[config.mk]
export PLATFORM = sky130hd
export DESIGN_NAME = fst_thresholds
export DESIGN_NICKNAME = d
export VERILOG_FILES = /design/src/design/fst_pkg.sv /design/src/design/fst_frame_counter.sv /design/src/design/fst_thresholds.sv
export SDC_FILE = /design/constraint.sdc
export NUM_CORES = 1
export LEC_CHECK = 0
export BUFFER_PORTS_ARGS = -buffer_cell sky130_fd_sc_hd__buf_2
export CAP_MARGIN = 30
export CORE_MARGIN = 5
export CORE_UTILIZATION = 30
export CTS_CLUSTER_SIZE = 25
export DETAILED_ROUTE_END_ITERATION = 10
export PLACE_DENSITY = 0.55
export SYNTH_ARGS = -nofsm -noshare
export SYNTH_HDL_FRONTEND = slang
export SYNTH_SLANG_ARGS = --single-unit
[constraint.sdc]
create_clock -name clk_i -period 2.4 [get_ports clk_i]
set_clock_uncertainty 0.1 [all_clocks]
set_input_delay 0.24 -clock clk_i [delete_from_list [all_inputs] [get_ports clk_i]]
set_output_delay 0.24 -clock clk_i [all_outputs]
set_load 0.05 [all_outputs]
[src/design/fst_pkg.sv]
`default_nettype none
package fst_pkg;
  // Register byte offsets from the controller base
  localparam logic [7:0] OFS_FRAME_REMAINING = 8'h38;
  localparam logic [7:0] OFS_PERIODIC_START = 8'h40;
  localparam logic [7:0] OFS_LOW_SPEED = 8'h44;
  // Field widths, all fields start at bit 0
  localparam int FR_W = 14;
  localparam int PS_W = 14;
  localparam int LS_W = 12;
  localparam int PS_LSB = 0;
  localparam int LS_LSB = 0;
  localparam int FR_LSB = 0;
  // Values after reset
  localparam logic [13:0] PS_RESET = 14'h0000;
  localparam logic [11:0] LS_RESET = 12'h628;
  localparam logic [13:0] FR_RESET = 14'h0000;
  localparam logic [31:0] RDATA_RESET = 32'h00000000;
  // Scheduling phase within one frame
  typedef enum logic [1:0] {
    SCH_NONPERIODIC,
    SCH_DRAIN_CB,
    SCH_PERIODIC
  } fst_sched_t;
endpackage
`default_nettype wire

[src/design/fst_frame_counter.sv]
`timescale 1ns/1ns
`default_nettype none
module fst_frame_counter #(
  parameter int W = 14
) (
  // Clock and control
  input wire logic clk_i,
  input wire logic rst_i,
  input wire logic ce_i,
  // Bit timing and reload value
  input wire logic bit_tick_i,
  input wire logic [W-1:0] interval_i,
  // Counter state
  output logic [W-1:0] count_o,
  output logic reload_o
);
  logic [W-1:0] next_count;
  logic next_reload;

  always_comb begin
    next_count = count_o;
    next_reload = 1'b0;
    if (bit_tick_i) begin
      if (count_o == '0) begin
        next_count = interval_i;
        next_reload = 1'b1;
      end else begin
        next_count = count_o - W'(1);
      end
    end
  end

  always_ff @(posedge clk_i) begin
    if (rst_i) begin
      count_o <= W'(fst_pkg::FR_RESET);
      reload_o <= 1'b0;
    end else if (ce_i) begin
      count_o <= next_count;
      reload_o <= next_reload;
    end
  end
endmodule
`default_nettype wire

[src/design/fst_thresholds.sv]
`timescale 1ns/1ns
`default_nettype none
module fst_thresholds #(
  parameter int FR_W = fst_pkg::FR_W
) (
  // Clock, reset and enable
  input wire logic clk_i,
  input wire logic rst_i,
  input wire logic ce_i,
  // Register access
  input wire logic reg_wr_i,
  input wire logic reg_rd_i,
  input wire logic [7:0] reg_addr_i,
  input wire logic [31:0] reg_wdata_i,
  output logic [31:0] reg_rdata_o,
  // Frame timing
  input wire logic bit_tick_i,
  input wire logic [FR_W-1:0] frame_interval_value_i,
  output logic [FR_W-1:0] frame_remaining_count_o,
  // List scheduling
  input wire logic ctl_bulk_busy_i,
  output logic periodic_priority_o,
  output logic interrupt_list_start_o,
  // Low-speed admission
  input wire logic ls_request_i,
  output logic ls_start_o,
  output logic ls_refused_o
);
  logic [fst_pkg::PS_W-1:0] periodic_start_threshold;
  logic [fst_pkg::LS_W-1:0] low_speed_limit_field;
  logic [fst_pkg::PS_W-1:0] next_ps;
  logic [fst_pkg::LS_W-1:0] next_lst;
  logic [31:0] next_rdata;
  fst_pkg::fst_sched_t sched;
  fst_pkg::fst_sched_t next_sched;
  logic next_int_start;
  logic next_ls_start;
  logic next_ls_refused;
  logic fr_reload;
  logic ps_reached;
  logic ls_fits;

  fst_frame_counter #(
    .W(FR_W)
  ) u_counter (
    .clk_i(clk_i),
    .rst_i(rst_i),
    .ce_i(ce_i),
    .bit_tick_i(bit_tick_i),
    .interval_i(frame_interval_value_i),
    .count_o(frame_remaining_count_o),
    .reload_o(fr_reload)
  );

  // Decoding shared by the write and the read path
  function automatic logic hit(input logic [7:0] addr, input logic [7:0] ofs);
    hit = (addr == ofs);
  endfunction

  // Register file: reserved bits are not stored, so they always read zero
  always_comb begin
    next_ps = periodic_start_threshold;
    next_lst = low_speed_limit_field;
    next_rdata = reg_rdata_o;
    if (reg_wr_i && hit(reg_addr_i, fst_pkg::OFS_PERIODIC_START)) begin
      next_ps = reg_wdata_i[fst_pkg::PS_LSB +: fst_pkg::PS_W];
    end
    if (reg_wr_i && hit(reg_addr_i, fst_pkg::OFS_LOW_SPEED)) begin
      next_lst = reg_wdata_i[fst_pkg::LS_LSB +: fst_pkg::LS_W];
    end
    if (reg_rd_i) begin
      next_rdata = 32'h00000000;
      if (hit(reg_addr_i, fst_pkg::OFS_PERIODIC_START)) begin
        next_rdata[fst_pkg::PS_LSB +: fst_pkg::PS_W] = periodic_start_threshold;
      end else if (hit(reg_addr_i, fst_pkg::OFS_LOW_SPEED)) begin
        next_rdata[fst_pkg::LS_LSB +: fst_pkg::LS_W] = low_speed_limit_field;
      end else if (hit(reg_addr_i, fst_pkg::OFS_FRAME_REMAINING)) begin
        next_rdata[fst_pkg::FR_LSB +: FR_W] = frame_remaining_count_o;
      end
    end
  end

  always_ff @(posedge clk_i) begin
    if (rst_i) begin
      periodic_start_threshold <= fst_pkg::PS_RESET;
      low_speed_limit_field <= fst_pkg::LS_RESET;
      reg_rdata_o <= fst_pkg::RDATA_RESET;
    end else if (ce_i) begin
      periodic_start_threshold <= next_ps;
      low_speed_limit_field <= next_lst;
      reg_rdata_o <= next_rdata;
    end
  end

  // Threshold crossing; less-or-equal also catches a threshold written late in a frame
  assign ps_reached = (frame_remaining_count_o <= FR_W'(periodic_start_threshold));
  assign ls_fits = (frame_remaining_count_o >= FR_W'(low_speed_limit_field));

  always_comb begin
    next_sched = sched;
    next_int_start = 1'b0;
    case (sched)
      fst_pkg::SCH_NONPERIODIC: begin
        if (!fr_reload && ps_reached) begin
          if (ctl_bulk_busy_i) begin
            next_sched = fst_pkg::SCH_DRAIN_CB;
          end else begin
            next_sched = fst_pkg::SCH_PERIODIC;
            next_int_start = 1'b1;
          end
        end
      end
      fst_pkg::SCH_DRAIN_CB: begin
        if (fr_reload) begin
          next_sched = fst_pkg::SCH_NONPERIODIC;
        end else if (!ctl_bulk_busy_i) begin
          next_sched = fst_pkg::SCH_PERIODIC;
          next_int_start = 1'b1;
        end
      end
      fst_pkg::SCH_PERIODIC: begin
        if (fr_reload) begin
          next_sched = fst_pkg::SCH_NONPERIODIC;
        end
      end
      default: begin
        next_sched = fst_pkg::SCH_NONPERIODIC;
      end
    endcase
  end

  // Low-speed admission is decided against the counter at the request cycle
  always_comb begin
    next_ls_start = ls_request_i && ls_fits;
    next_ls_refused = ls_request_i && !ls_fits;
  end

  always_ff @(posedge clk_i) begin
    if (rst_i) begin
      sched <= fst_pkg::SCH_NONPERIODIC;
      periodic_priority_o <= 1'b0;
      interrupt_list_start_o <= 1'b0;
      ls_start_o <= 1'b0;
      ls_refused_o <= 1'b0;
    end else if (ce_i) begin
      sched <= next_sched;
      periodic_priority_o <= (next_sched != fst_pkg::SCH_NONPERIODIC);
      interrupt_list_start_o <= next_int_start;
      ls_start_o <= next_ls_start;
      ls_refused_o <= next_ls_refused;
    end
  end
endmodule
`default_nettype wire

## After elaboration in Yosys (flattened, before gate mapping)

Index checks and enable logic that the tools add are counted.

| storage, ports and cells | value |
|---|---|
| bits in registers | 61 |
| bits in latches | 0 |
| bits in writable memories | 0 |
| ROM bits | 0 |
| bits of input ports | 62 |
| word-level logic and storage cells | 49 |
| memories | 0 |

| cells by class | value |
|---|---|
| add/sub/neg operators | 1 |
| multipliers | 0 |
| div/mod/pow operators | 0 |
| $lt $le $gt $ge | 2 |
| eq/ne operators | 5 |
| shift operators | 0 |
| muxes and demuxes | 17 |
| bitwise operators | 0 |
| reduce and logical (&&, ||, !) cells | 14 |

Operator list:

| cell | number |
|---|---|
| 2-to-1 mux 14 bit | 3 |
| equality test 8 x 7 -> 1 bit, second input constant | 2 |
| >= comparator 14 x 12 -> 1 bit | 1 |
| less-or-equal comparator 14 bit | 1 |
| logical NOT 14 bit | 1 |
| subtractor 14 x 1 -> 14 bit, second input constant | 1 |
| 2-to-1 mux 12 bit | 1 |
| 2-to-1 mux 2 bit | 6 |
| equality test 8 x 6 -> 1 bit, second input constant | 1 |
| AND reduction 2 bit | 4 |
| one-hot mux 2 bit (3 select lines) | 1 |
| logical AND 1 bit | 5 |
| 2-to-1 mux 1 bit | 5 |
| equality test 2 x 1 -> 1 bit, second input constant | 1 |
| equality test 2 bit, second input constant | 1 |
| logical NOT 1 bit | 2 |
| logical NOT 2 bit | 1 |
| one-hot mux 1 bit (2 select lines) | 1 |
| nonzero test 2 bit | 1 |

## Depth between registers and ports, before layout

Gate-level depths: netlist of run 1.

| depth | value |
|---|---|
| depth after elaboration | 5 |
| mapped depth | 8 |
| depth with buffers taken out | 7 |

## Hierarchy

From an unflattened synthesis of run 1, not the netlist that was laid out.

| unflattened totals | value |
|---|---|
| cell total of the unflattened synthesis | 419 |
| area total of the unflattened synthesis | 3560.9 sq um |

Modules (own cells, without submodules):

| module | times used | cells each | area each (sq um) | sequential area each (sq um) |
|---|---|---|---|---|
| fst_thresholds | 1 | 309 | 2691.3 | 920.9 |
| fst_frame_counter | 1 | 110 | 869.6 | 300.3 |

## Worst setup path before layout of run 1

OpenSTA, ideal clock, no wires.

| timing | value |
|---|---|
| path type | flip-flop to flip-flop |
| start | register u_counter.count_o[0] |
| end | register u_counter.count_o[8] |
| library setup time | 0.128 ns |
| data arrival time | 2.042 ns |
| data required time | 2.172 ns |
| path slack | 0.131 ns |
| stages on the path, launching flop included | 8 |
| buffers on the path | 0 |
| period minus slack after synthesis | 2.269 ns |
| cell sequence | dfxtp_1 > inv_1 > ha_1 > or4b_1 > or3_4 > nor3_2 > mux2i_1 > nor2_1 |

| between the ends | value |
|---|---|
| cells in the longest elaborated chain, start to end | 2 |
| elaborated cells between the ends (all ways) | 3 |

Ends and longest elaborated chain:

| element | RTL line | text |
|---|---|---|
| start, declared | fst_frame_counter.sv:14 | `output logic [W-1:0] count_o,` |
| start signal, assigned | fst_frame_counter.sv:35 | `count_o <= W'(fst_pkg::FR_RESET);` |
| start signal, assigned | fst_frame_counter.sv:38 | `count_o <= next_count;` |
| subtractor 14 x 1 -> 14 bit / logical NOT 14 bit (equally long branches) | fst_frame_counter.sv:28, fst_frame_counter.sv:24 |  |
| 2-to-1 mux 14 bit * | fst_frame_counter.sv:24 | `if (count_o == '0) begin` |

Mark *: on every way between the ends. The rest lies on a longest branch, timed or not.
A chain may end at the register's enable or synchronous reset.

## Worst setup path in the final report of run 1

| timing | value |
|---|---|
| start | register u_counter.count_o[1] |
| end | register u_counter.count_o[3] |

The elaborated chain is that of the path after synthesis.

==> impl_summary.txt, run 1 <==
----------------------------------------------------
[Synthesis]
  Gate count of the mapped netlist ... 418
  Number of enable flip-flop cells after synthesis ... 0
  Async SR Flop Fraction ... 0%
  Post-synthesis sequential area ratio ... roughly a third
  Top-area cell type share of the netlist area ... ~34%
  Dominant cell type by area after synthesis ... sky130_fd_sc_hd__dfxtp_1
  Leading cell types by total area after synthesis ... sky130_fd_sc_hd__dfxtp_1, sky130_fd_sc_hd__ha_1, sky130_fd_sc_hd__mux2i_1, sky130_fd_sc_hd__nor2_1, sky130_fd_sc_hd__buf_4
  Number of warnings printed during yosys synthesis ... 0
  Mapped Area ... roughly 3600 µm²
  Synthesis-stage register bit count ... 61
  Primary flip-flop cell chosen by synthesis mapping ... sky130_fd_sc_hd__dfxtp_1
  Most frequent cells after synthesis ... sky130_fd_sc_hd__dfxtp_1, sky130_fd_sc_hd__nor2_1, sky130_fd_sc_hd__inv_1
  Unique cell type count in the Yosys netlist ... 52
  Post-Synthesis Mean Instance Area ... 8.56 µm²

[Run status]
  Status ... finished clean

[Floorplan]
  Ports placed on the boundary ... 112
  Die height ... between 100 and 150 µm
  Die X ... 119 µm
  Standard-cell row count ... 39
  Core outline area ... 11600 µm²
  Area of the die ... between 10000 and 15000 µm²
  Initial Util ... a little under a third

[Final layout]
  Fillcell total ... about 1200
  Relative area change from synthesis to final layout ... 22.8%
  Register Area ... roughly 1200 µm²
  Fraction of final layout cells with drive strength greater than 1 ... about 25%
  Nets ... slightly below 600
  N_diodes ... 0
  Area of all placed cells without fillers ... approximately 4400 µm²
  Footprint of the multi-input gates ... ~2000 µm²
  Fraction of the core area covered by cells at the end of the flow ... 38.0%

[CTS]
  Count of clock tree sinks ... between 60 and 70
  Number of buffers on the longest clock path ... 2
  # H-tree levels ... 3
  Clock root buffer ... sky130_fd_sc_hd__clkbuf_16
  Clock slew at the register clock pins of the worst setup and hold paths ... roughly 50 ps
  CTS tree ... built
  Number of clock buffers inserted by TritonCTS ... 9
  Post-CTS setup repair buffer count ... 0
  Clock latency on the worst-skew pair ... roughly 330 ps

[Global route]
  Total routing resource utilization after global routing ... between 10% and 20%
  Via count of the first global-routing pass ... 3343
  Pin count of the biggest net entering global routing ... 32
  Routing usage on met3 ... 3.84%
  Overall overflow remaining after global route ... 0
  Global routing usage on met1 ... about 18%
  First-pass GRT wire length ... 16800 µm
  Met2 track utilization from global routing ... 24.9%
  Initial antenna violation count ... 0
  Global routing's busiest layer ... met2

[STA]
  Peak Freq ... about 0.46 GHz
  Actual transition at the worst max-transition pin ... between 600 and 700 ps
  Final period util ... around 90%
  Max-slew headroom ... 58.9%
  Pins over their slew limit ... 0
  Hold Fails Final Rpt ... 0
  Unrepaired setup endpoints after global routing ... false
  Setup violations, final ... 0
  Setup total negative slack ... 0 ps
  Final period demand of the worst path ... about 2200 ps

[Critical path]
  Arrival @ worst endpoint ... approximately 2300 ps
  Endpoint kind of the worst setup timing path ... flop
  Data required time of the worst path ... 2530 ps
  Startpoint kind of the worst setup timing path ... flop
  Worst Setup Path Type ... flop to flop
  Crit path max fanout ... 6

[Place]
  Estimated wirelength of the detail-placed design ... 8160 µm
  Global placer's final weighted congestion ... 0.866
  Port Buffer Count ... 75
  Area post-placement ... between 4000 and 5000 µm²

[Routing]
  Count of vias placed by the detailed router ... between 3000 and 4000
  Detailed-routing iteration count for the pre-antenna-repair pass ... 7
  Remaining routing DRC violations ... 0
  Wire length reported by the detailed router ... about 10000 µm
  Wire length per cell ... between 15 and 20 µm
  DRT iter0 DRCs ... roughly 140
  Number of vias per cell after detailed routing ... 5.09
  Post-DRT Antenna Nets ... 0

[Min path]
  Worst min-delay path category ... input pin to flop

[Flow run]
  MaxCap Viol Count ... 0

[Power and ir drop]
  Areal power density over the cells ... roughly 860 nW/µm²
  Max IR drop VDD ... just over 0.0005 V
  Lkg Pwr ... 1.88 nW

----------------------------------------------------
[power breakdown]
group	switching, mW	internal [mW]
sequential	0.0776	1.10
clock	0.450	0.749
combinational	0.932	0.478
total	1.46	2.32
[cells in the final DEF (no fill, tap or decap), types with 7 or more instances in the layout]
cell / n
sky130_fd_sc_hd__dfxtp_1: 61
sky130_fd_sc_hd__conb_1: 18
sky130_fd_sc_hd__a222oi_1: 12
sky130_fd_sc_hd__nor2_1: 60
sky130_fd_sc_hd__buf_2: 75
sky130_fd_sc_hd__o21ai_0: 8
sky130_fd_sc_hd__ha_1: 27
sky130_fd_sc_hd__inv_1: 37
sky130_fd_sc_hd__buf_4: 22
sky130_fd_sc_hd__a31oi_1: 7
sky130_fd_sc_hd__mux2i_1: 24
sky130_fd_sc_hd__nand2_1: 19
sky130_fd_sc_hd__a21oi_1: 15
sky130_fd_sc_hd__clkbuf_16: 9
sky130_fd_sc_hd__a211oi_1: 16
sky130_fd_sc_hd__nand2b_1: 10
sky130_fd_sc_hd__nor3_1: 8
[metrics by stage]
stage | hold WS (ps) | setup WS, ps | cells | total power [mW]
after detailed placement | 379 | 209 | 635 | 2.60
after floorplan | 258 | 131 | 435 | 2.21
after global placement | 364 | 249 | 635 | 2.57
after CTS | 41.7 | 170 | 651 | 3.81
final | 52.6 | 233 | 651 | 3.78
after global routing | 66.7 | 56.6 | 651 | 4.00
[per-layer routing]
metal / vias to the layer above / part of all wire [%]
met1: 1577 / 44
met5: - / 0
met2: 89 / 49
met4: 0 / 2.1
met3: 21 / 5.7
li1: 1629 / -
[final timing paths]
path                            slack (ps)                        to                   start  depth (start not counted)
worst min-delay path                    50  low_speed_limit_field[9]          reg_wdata_i[9]                          2
worst max-delay path                   230      u_counter.count_o[3]    u_counter.count_o[1]                          8
worst min register to register         380    interrupt_list_start_o  interrupt_list_start_o                          2
worst max register to register         230      u_counter.count_o[3]    u_counter.count_o[1]                          8
[cell type report]
type                       count  share of cell area [%]
clock buffer                  12                    5.83
clock inverter                 4                   0.512
inverter                      37                    3.16
multi-input combinational    297                    46.4
sequential                    61                    27.8
tap                          143                    4.07
timing repair buffer          97                    12.3
[state kept, by name, indices dropped and copies added (netlist names)]
name / count
u_counter.count_o: 14
periodic_priority_o: 1
interrupt_list_start_o: 1
u_counter.reload_o: 1
ls_start_o: 1
low_speed_limit_field: 12
periodic_start_threshold: 14
ls_refused_o: 1
sched: 2
reg_rdata_o: 14
[repair_timing]
item,4_1_cts,5_1_grt
setup endpoints to repair,0,1
gates resized for setup,0,1
endpoints found under the hold margin,0,0
hold buffers,0,0
[logic make-up (layout without fill, tap and decap cells)]
| group | Yosys count | count (layout) | share of synthesized area, % |
|---|---|---|---|
| other | 1 | 18 | 0.105 |
| DFF | 61 | 61 | 34.1 |
| AOI/OAI and AO/OA | 93 | 93 | 19.4 |
| buffers and inverters | 77 | 150 | 10.8 |
| and+or+nand+nor | 135 | 135 | 19.5 |
| adders and majority gates | 27 | 27 | 9.44 |
| muxes | 24 | 24 | 6.71 |
[critical path, stage by stage (launching register included)]
cell	delay [ps]
sky130_fd_sc_hd__dfxtp_1	370
sky130_fd_sc_hd__inv_1	90
sky130_fd_sc_hd__ha_1	160
sky130_fd_sc_hd__or4b_1	510
sky130_fd_sc_hd__nor2_2	170
sky130_fd_sc_hd__nand3_1	110
sky130_fd_sc_hd__buf_4	190
sky130_fd_sc_hd__a21o_1	160
sky130_fd_sc_hd__a221oi_1	210
Note: power is estimated with default switching activity, not from simulation.
==> inputs of run 2 (changes only) <==
==> constraint.sdc (replaced) <==
create_clock -name clk_i -period 2.37 [get_ports clk_i]
set_clock_uncertainty 0.1 [all_clocks]
set_input_delay 0.237 -clock clk_i [delete_from_list [all_inputs] [get_ports clk_i]]
set_output_delay 0.237 -clock clk_i [all_outputs]
set_load 0.1 [all_outputs]
==> run 2 against run 1 <==
  * Combinational power is 21% higher
  * Clock power is 7% higher
  * Count of clock-buffer cells in the layout stayed put
  * Final area is 0.20% lower
  * Die area stayed put
  * Setup slack worse by 84 ps
  * Global-route usage is 0.19 points lower
  * Sequential share of layout area is 0.14 points higher
  * Maximum frequency is 2.4% lower
  * Critical endpoint unchanged
==> impl_summary.txt, run 2 (synthesized netlist as in run 1, its figures left out) <==
----------------------------------------------------
[Critical path]
  Arrival @ worst endpoint ... 2350 ps
  Data required time of the worst path ... 2500 ps
  Startpoint kind of the worst setup timing path ... flop
  Endpoint kind of the worst setup timing path ... flop
  Buf+Inv Stages, Crit Path ... 1
  FF-to-FF Start ... u_counter.count_o[1]
  Delay of the slowest cell on the worst path ... between 500 and 600 ps
  Worst Setup Path Type ... flop to flop
  Critical-path cell with the highest stage delay ... sky130_fd_sc_hd__or4b_1
  Crit path max fanout ... 11
  Crit. Startpoint ... u_counter.count_o[1]
  Chain of cells forming the critical path ... inv_1, ha_1, or4b_1, nor2_1, nand3_2, a21o_1, a221oi_1
  Cell type group with the largest total delay on the critical path ... simple AND/OR/NAND/NOR gates
  Cell depth of the worst flop-to-flop path ... 7
  FF-to-FF setup slack ... about 150 ps
  Endpoint of the worst register-to-register path ... u_counter.count_o[3]

[STA]
  Peak Freq ... between 0.4 and 0.5 GHz
  Pins over their slew limit ... 0
  Final period demand of the worst path ... between 2000 and 2500 ps
  Setup violations, final ... 0
  Setup total negative slack ... 0 ps
  Max-slew headroom ... 52.4%
  Hold Fails Final Rpt ... 0
  Least setup slack across all paths after layout ... between 100 and 150 ps
  Actual transition at the worst max-transition pin ... a little over 700 ps
  Final period util ... around 94%

[Power and ir drop]
  Net Sw Frac ... a little over two fifths
  Share of power burned in registers ... between 20% and 30%
  Part of the total power dissipated in the clock network ... a little under a third
  Areal power density over the cells ... 951 nW/µm²
  Max IR drop VDD ... 0.000531 V
  Lkg Pwr ... between 1.5 and 2 nW
  NetSw ... between 1.5 and 2 mW
  Internal power ... 2.41 mW
  Combinational cell fraction of total power ... 40.7%

[Global route]
  Initial antenna violation count ... 0
  First-pass GRT wire length ... about 17000 µm
  Total routing resource utilization after global routing ... 14.6%
  Overall overflow remaining after global route ... 0
  Pin count of the biggest net entering global routing ... 38
  Via count of the first global-routing pass ... ~3300

[CTS]
  Number of buffers on the longest clock path ... 2
  CTS tree ... built
  # H-tree levels ... 3
  Clock slew at the register clock pins of the worst setup and hold paths ... about 50 ps
  Number of clock buffers inserted by TritonCTS ... 9
  Clock latency on the worst-skew pair ... ~320 ps
  Count of clock tree sinks ... between 60 and 70
  Clock root buffer ... sky130_fd_sc_hd__clkbuf_16
  Post-CTS setup repair buffer count ... 0

[Min path]
  Worst hold path cell count ... 2
  Worst min-delay path startpoint ... reg_wdata_i[5]
  Min-Delay Endpoint ... low_speed_limit_field[5]
  Worst min-delay path category ... input pin to flop

[Place]
  Worst slack at placement ... between 50 and 60 ps
  Global placer's final weighted congestion ... 0.867
  Port Buffer Count ... 75
  Estimated wirelength of the detail-placed design ... around 8000 µm

[Routing]
  Post-DRT Antenna Nets ... 0
  DRT iter0 DRCs ... between 100 and 150
  Number of vias per cell after detailed routing ... 5.19
  Count of vias placed by the detailed router ... between 3000 and 4000
  Detailed-routing iteration count for the pre-antenna-repair pass ... 5
  Wire length per cell ... around 16 µm
  Remaining routing DRC violations ... 0
  Wire length reported by the detailed router ... about 10000 µm

[Final layout]
  Nets ... a little under 600
  Most frequent cells in the layout ... sky130_fd_sc_hd__buf_2, sky130_fd_sc_hd__nor2_1, sky130_fd_sc_hd__dfxtp_1
  Fraction of the core area covered by cells at the end of the flow ... a little under two fifths
  Registers with the highest flip-flop counts ... periodic_start_threshold: 14 flops, reg_rdata_o: 14 flops, u_counter.count_o: 14 flops
  Fraction of final layout cells with drive strength greater than 1 ... between 20% and 30%
  Most common cell after layout, fill and taps aside ... sky130_fd_sc_hd__buf_2
  N_diodes ... 0
  Relative area change from synthesis to final layout ... 22.6%

[Floorplan]
  Initial Util ... a little under a third
  Ports placed on the boundary ... around 110
  Die X ... 119 µm
  Core outline area ... about 12000 µm²
  Area of the die ... 14200 µm²
  Die height ... between 100 and 150 µm
  Standard-cell row count ... 39

[Run status]
  Status ... finished clean

[Flow run]
  MaxCap Viol Count ... 0

----------------------------------------------------
## run 2: power by group through the flow
stage | Clock [mW] | Combinational [mW] | Sequential [mW]
2_1_floorplan | 0 | 0.847 | 1.71
3_3_place_gp | 0 | 1.67 | 1.20
3_5_place_dp | 0 | 1.69 | 1.21
4_1_cts | 1.31 | 1.70 | 1.19
5_1_grt | 1.36 | 1.85 | 1.20
6_report | 1.28 | 1.70 | 1.19
## run 2: area by class of cell
class                           count  area (µm²)
Clock buffer                       12         246
Clock inverter                      4        47.5
Fill cell                        1192        7180
Inverter                           37         139
Multi-Input combinational cell    297        2040
Sequential cell                    61        1220
Tap cell                          143         179
Timing Repair Buffer               93         510
## run 2: worst max path at each step
| stage | end | cells past startpoint |
|---|---|---|
| detailed placement | u_counter.count_o[3] | 7 |
| floorplan | u_counter.count_o[0] | 6 |
| global placement | u_counter.count_o[3] | 7 |
| global route | u_counter.count_o[3] | 7 |
| finish | u_counter.count_o[3] | 7 |
| CTS | u_counter.count_o[3] | 7 |
## run 2: timing repair
action | CTS | global route
endpoints found under the setup margin | 0 | 8
hold buffers | 0 | 0
resized for setup | 0 | 1
## run 2: through the flow
stage          hold WS (ps)  cells  instance area (µm²)  power [mW]
2_1_floorplan           255    435                 3650        2.56
3_3_place_gp            360    631                 4090        2.88
3_5_place_dp            366    631                 4090        2.90
4_1_cts                24.1    647                 4380        4.20
5_1_grt                30.5    647                 4390        4.40
6_report               34.1    647                 4390        4.17
## run 2: per-layer routing
layer | up-vias | routed length, µm | GRT usage (%)
met4 | 0 | 262 | 6.95
met1 | 1592 | 4240 | 17.3
met2 | 117 | 5120 | 24.6
li1 | 1627 | - | -
met5 | - | 0 | 0
met3 | 19 | 618 | 3.55
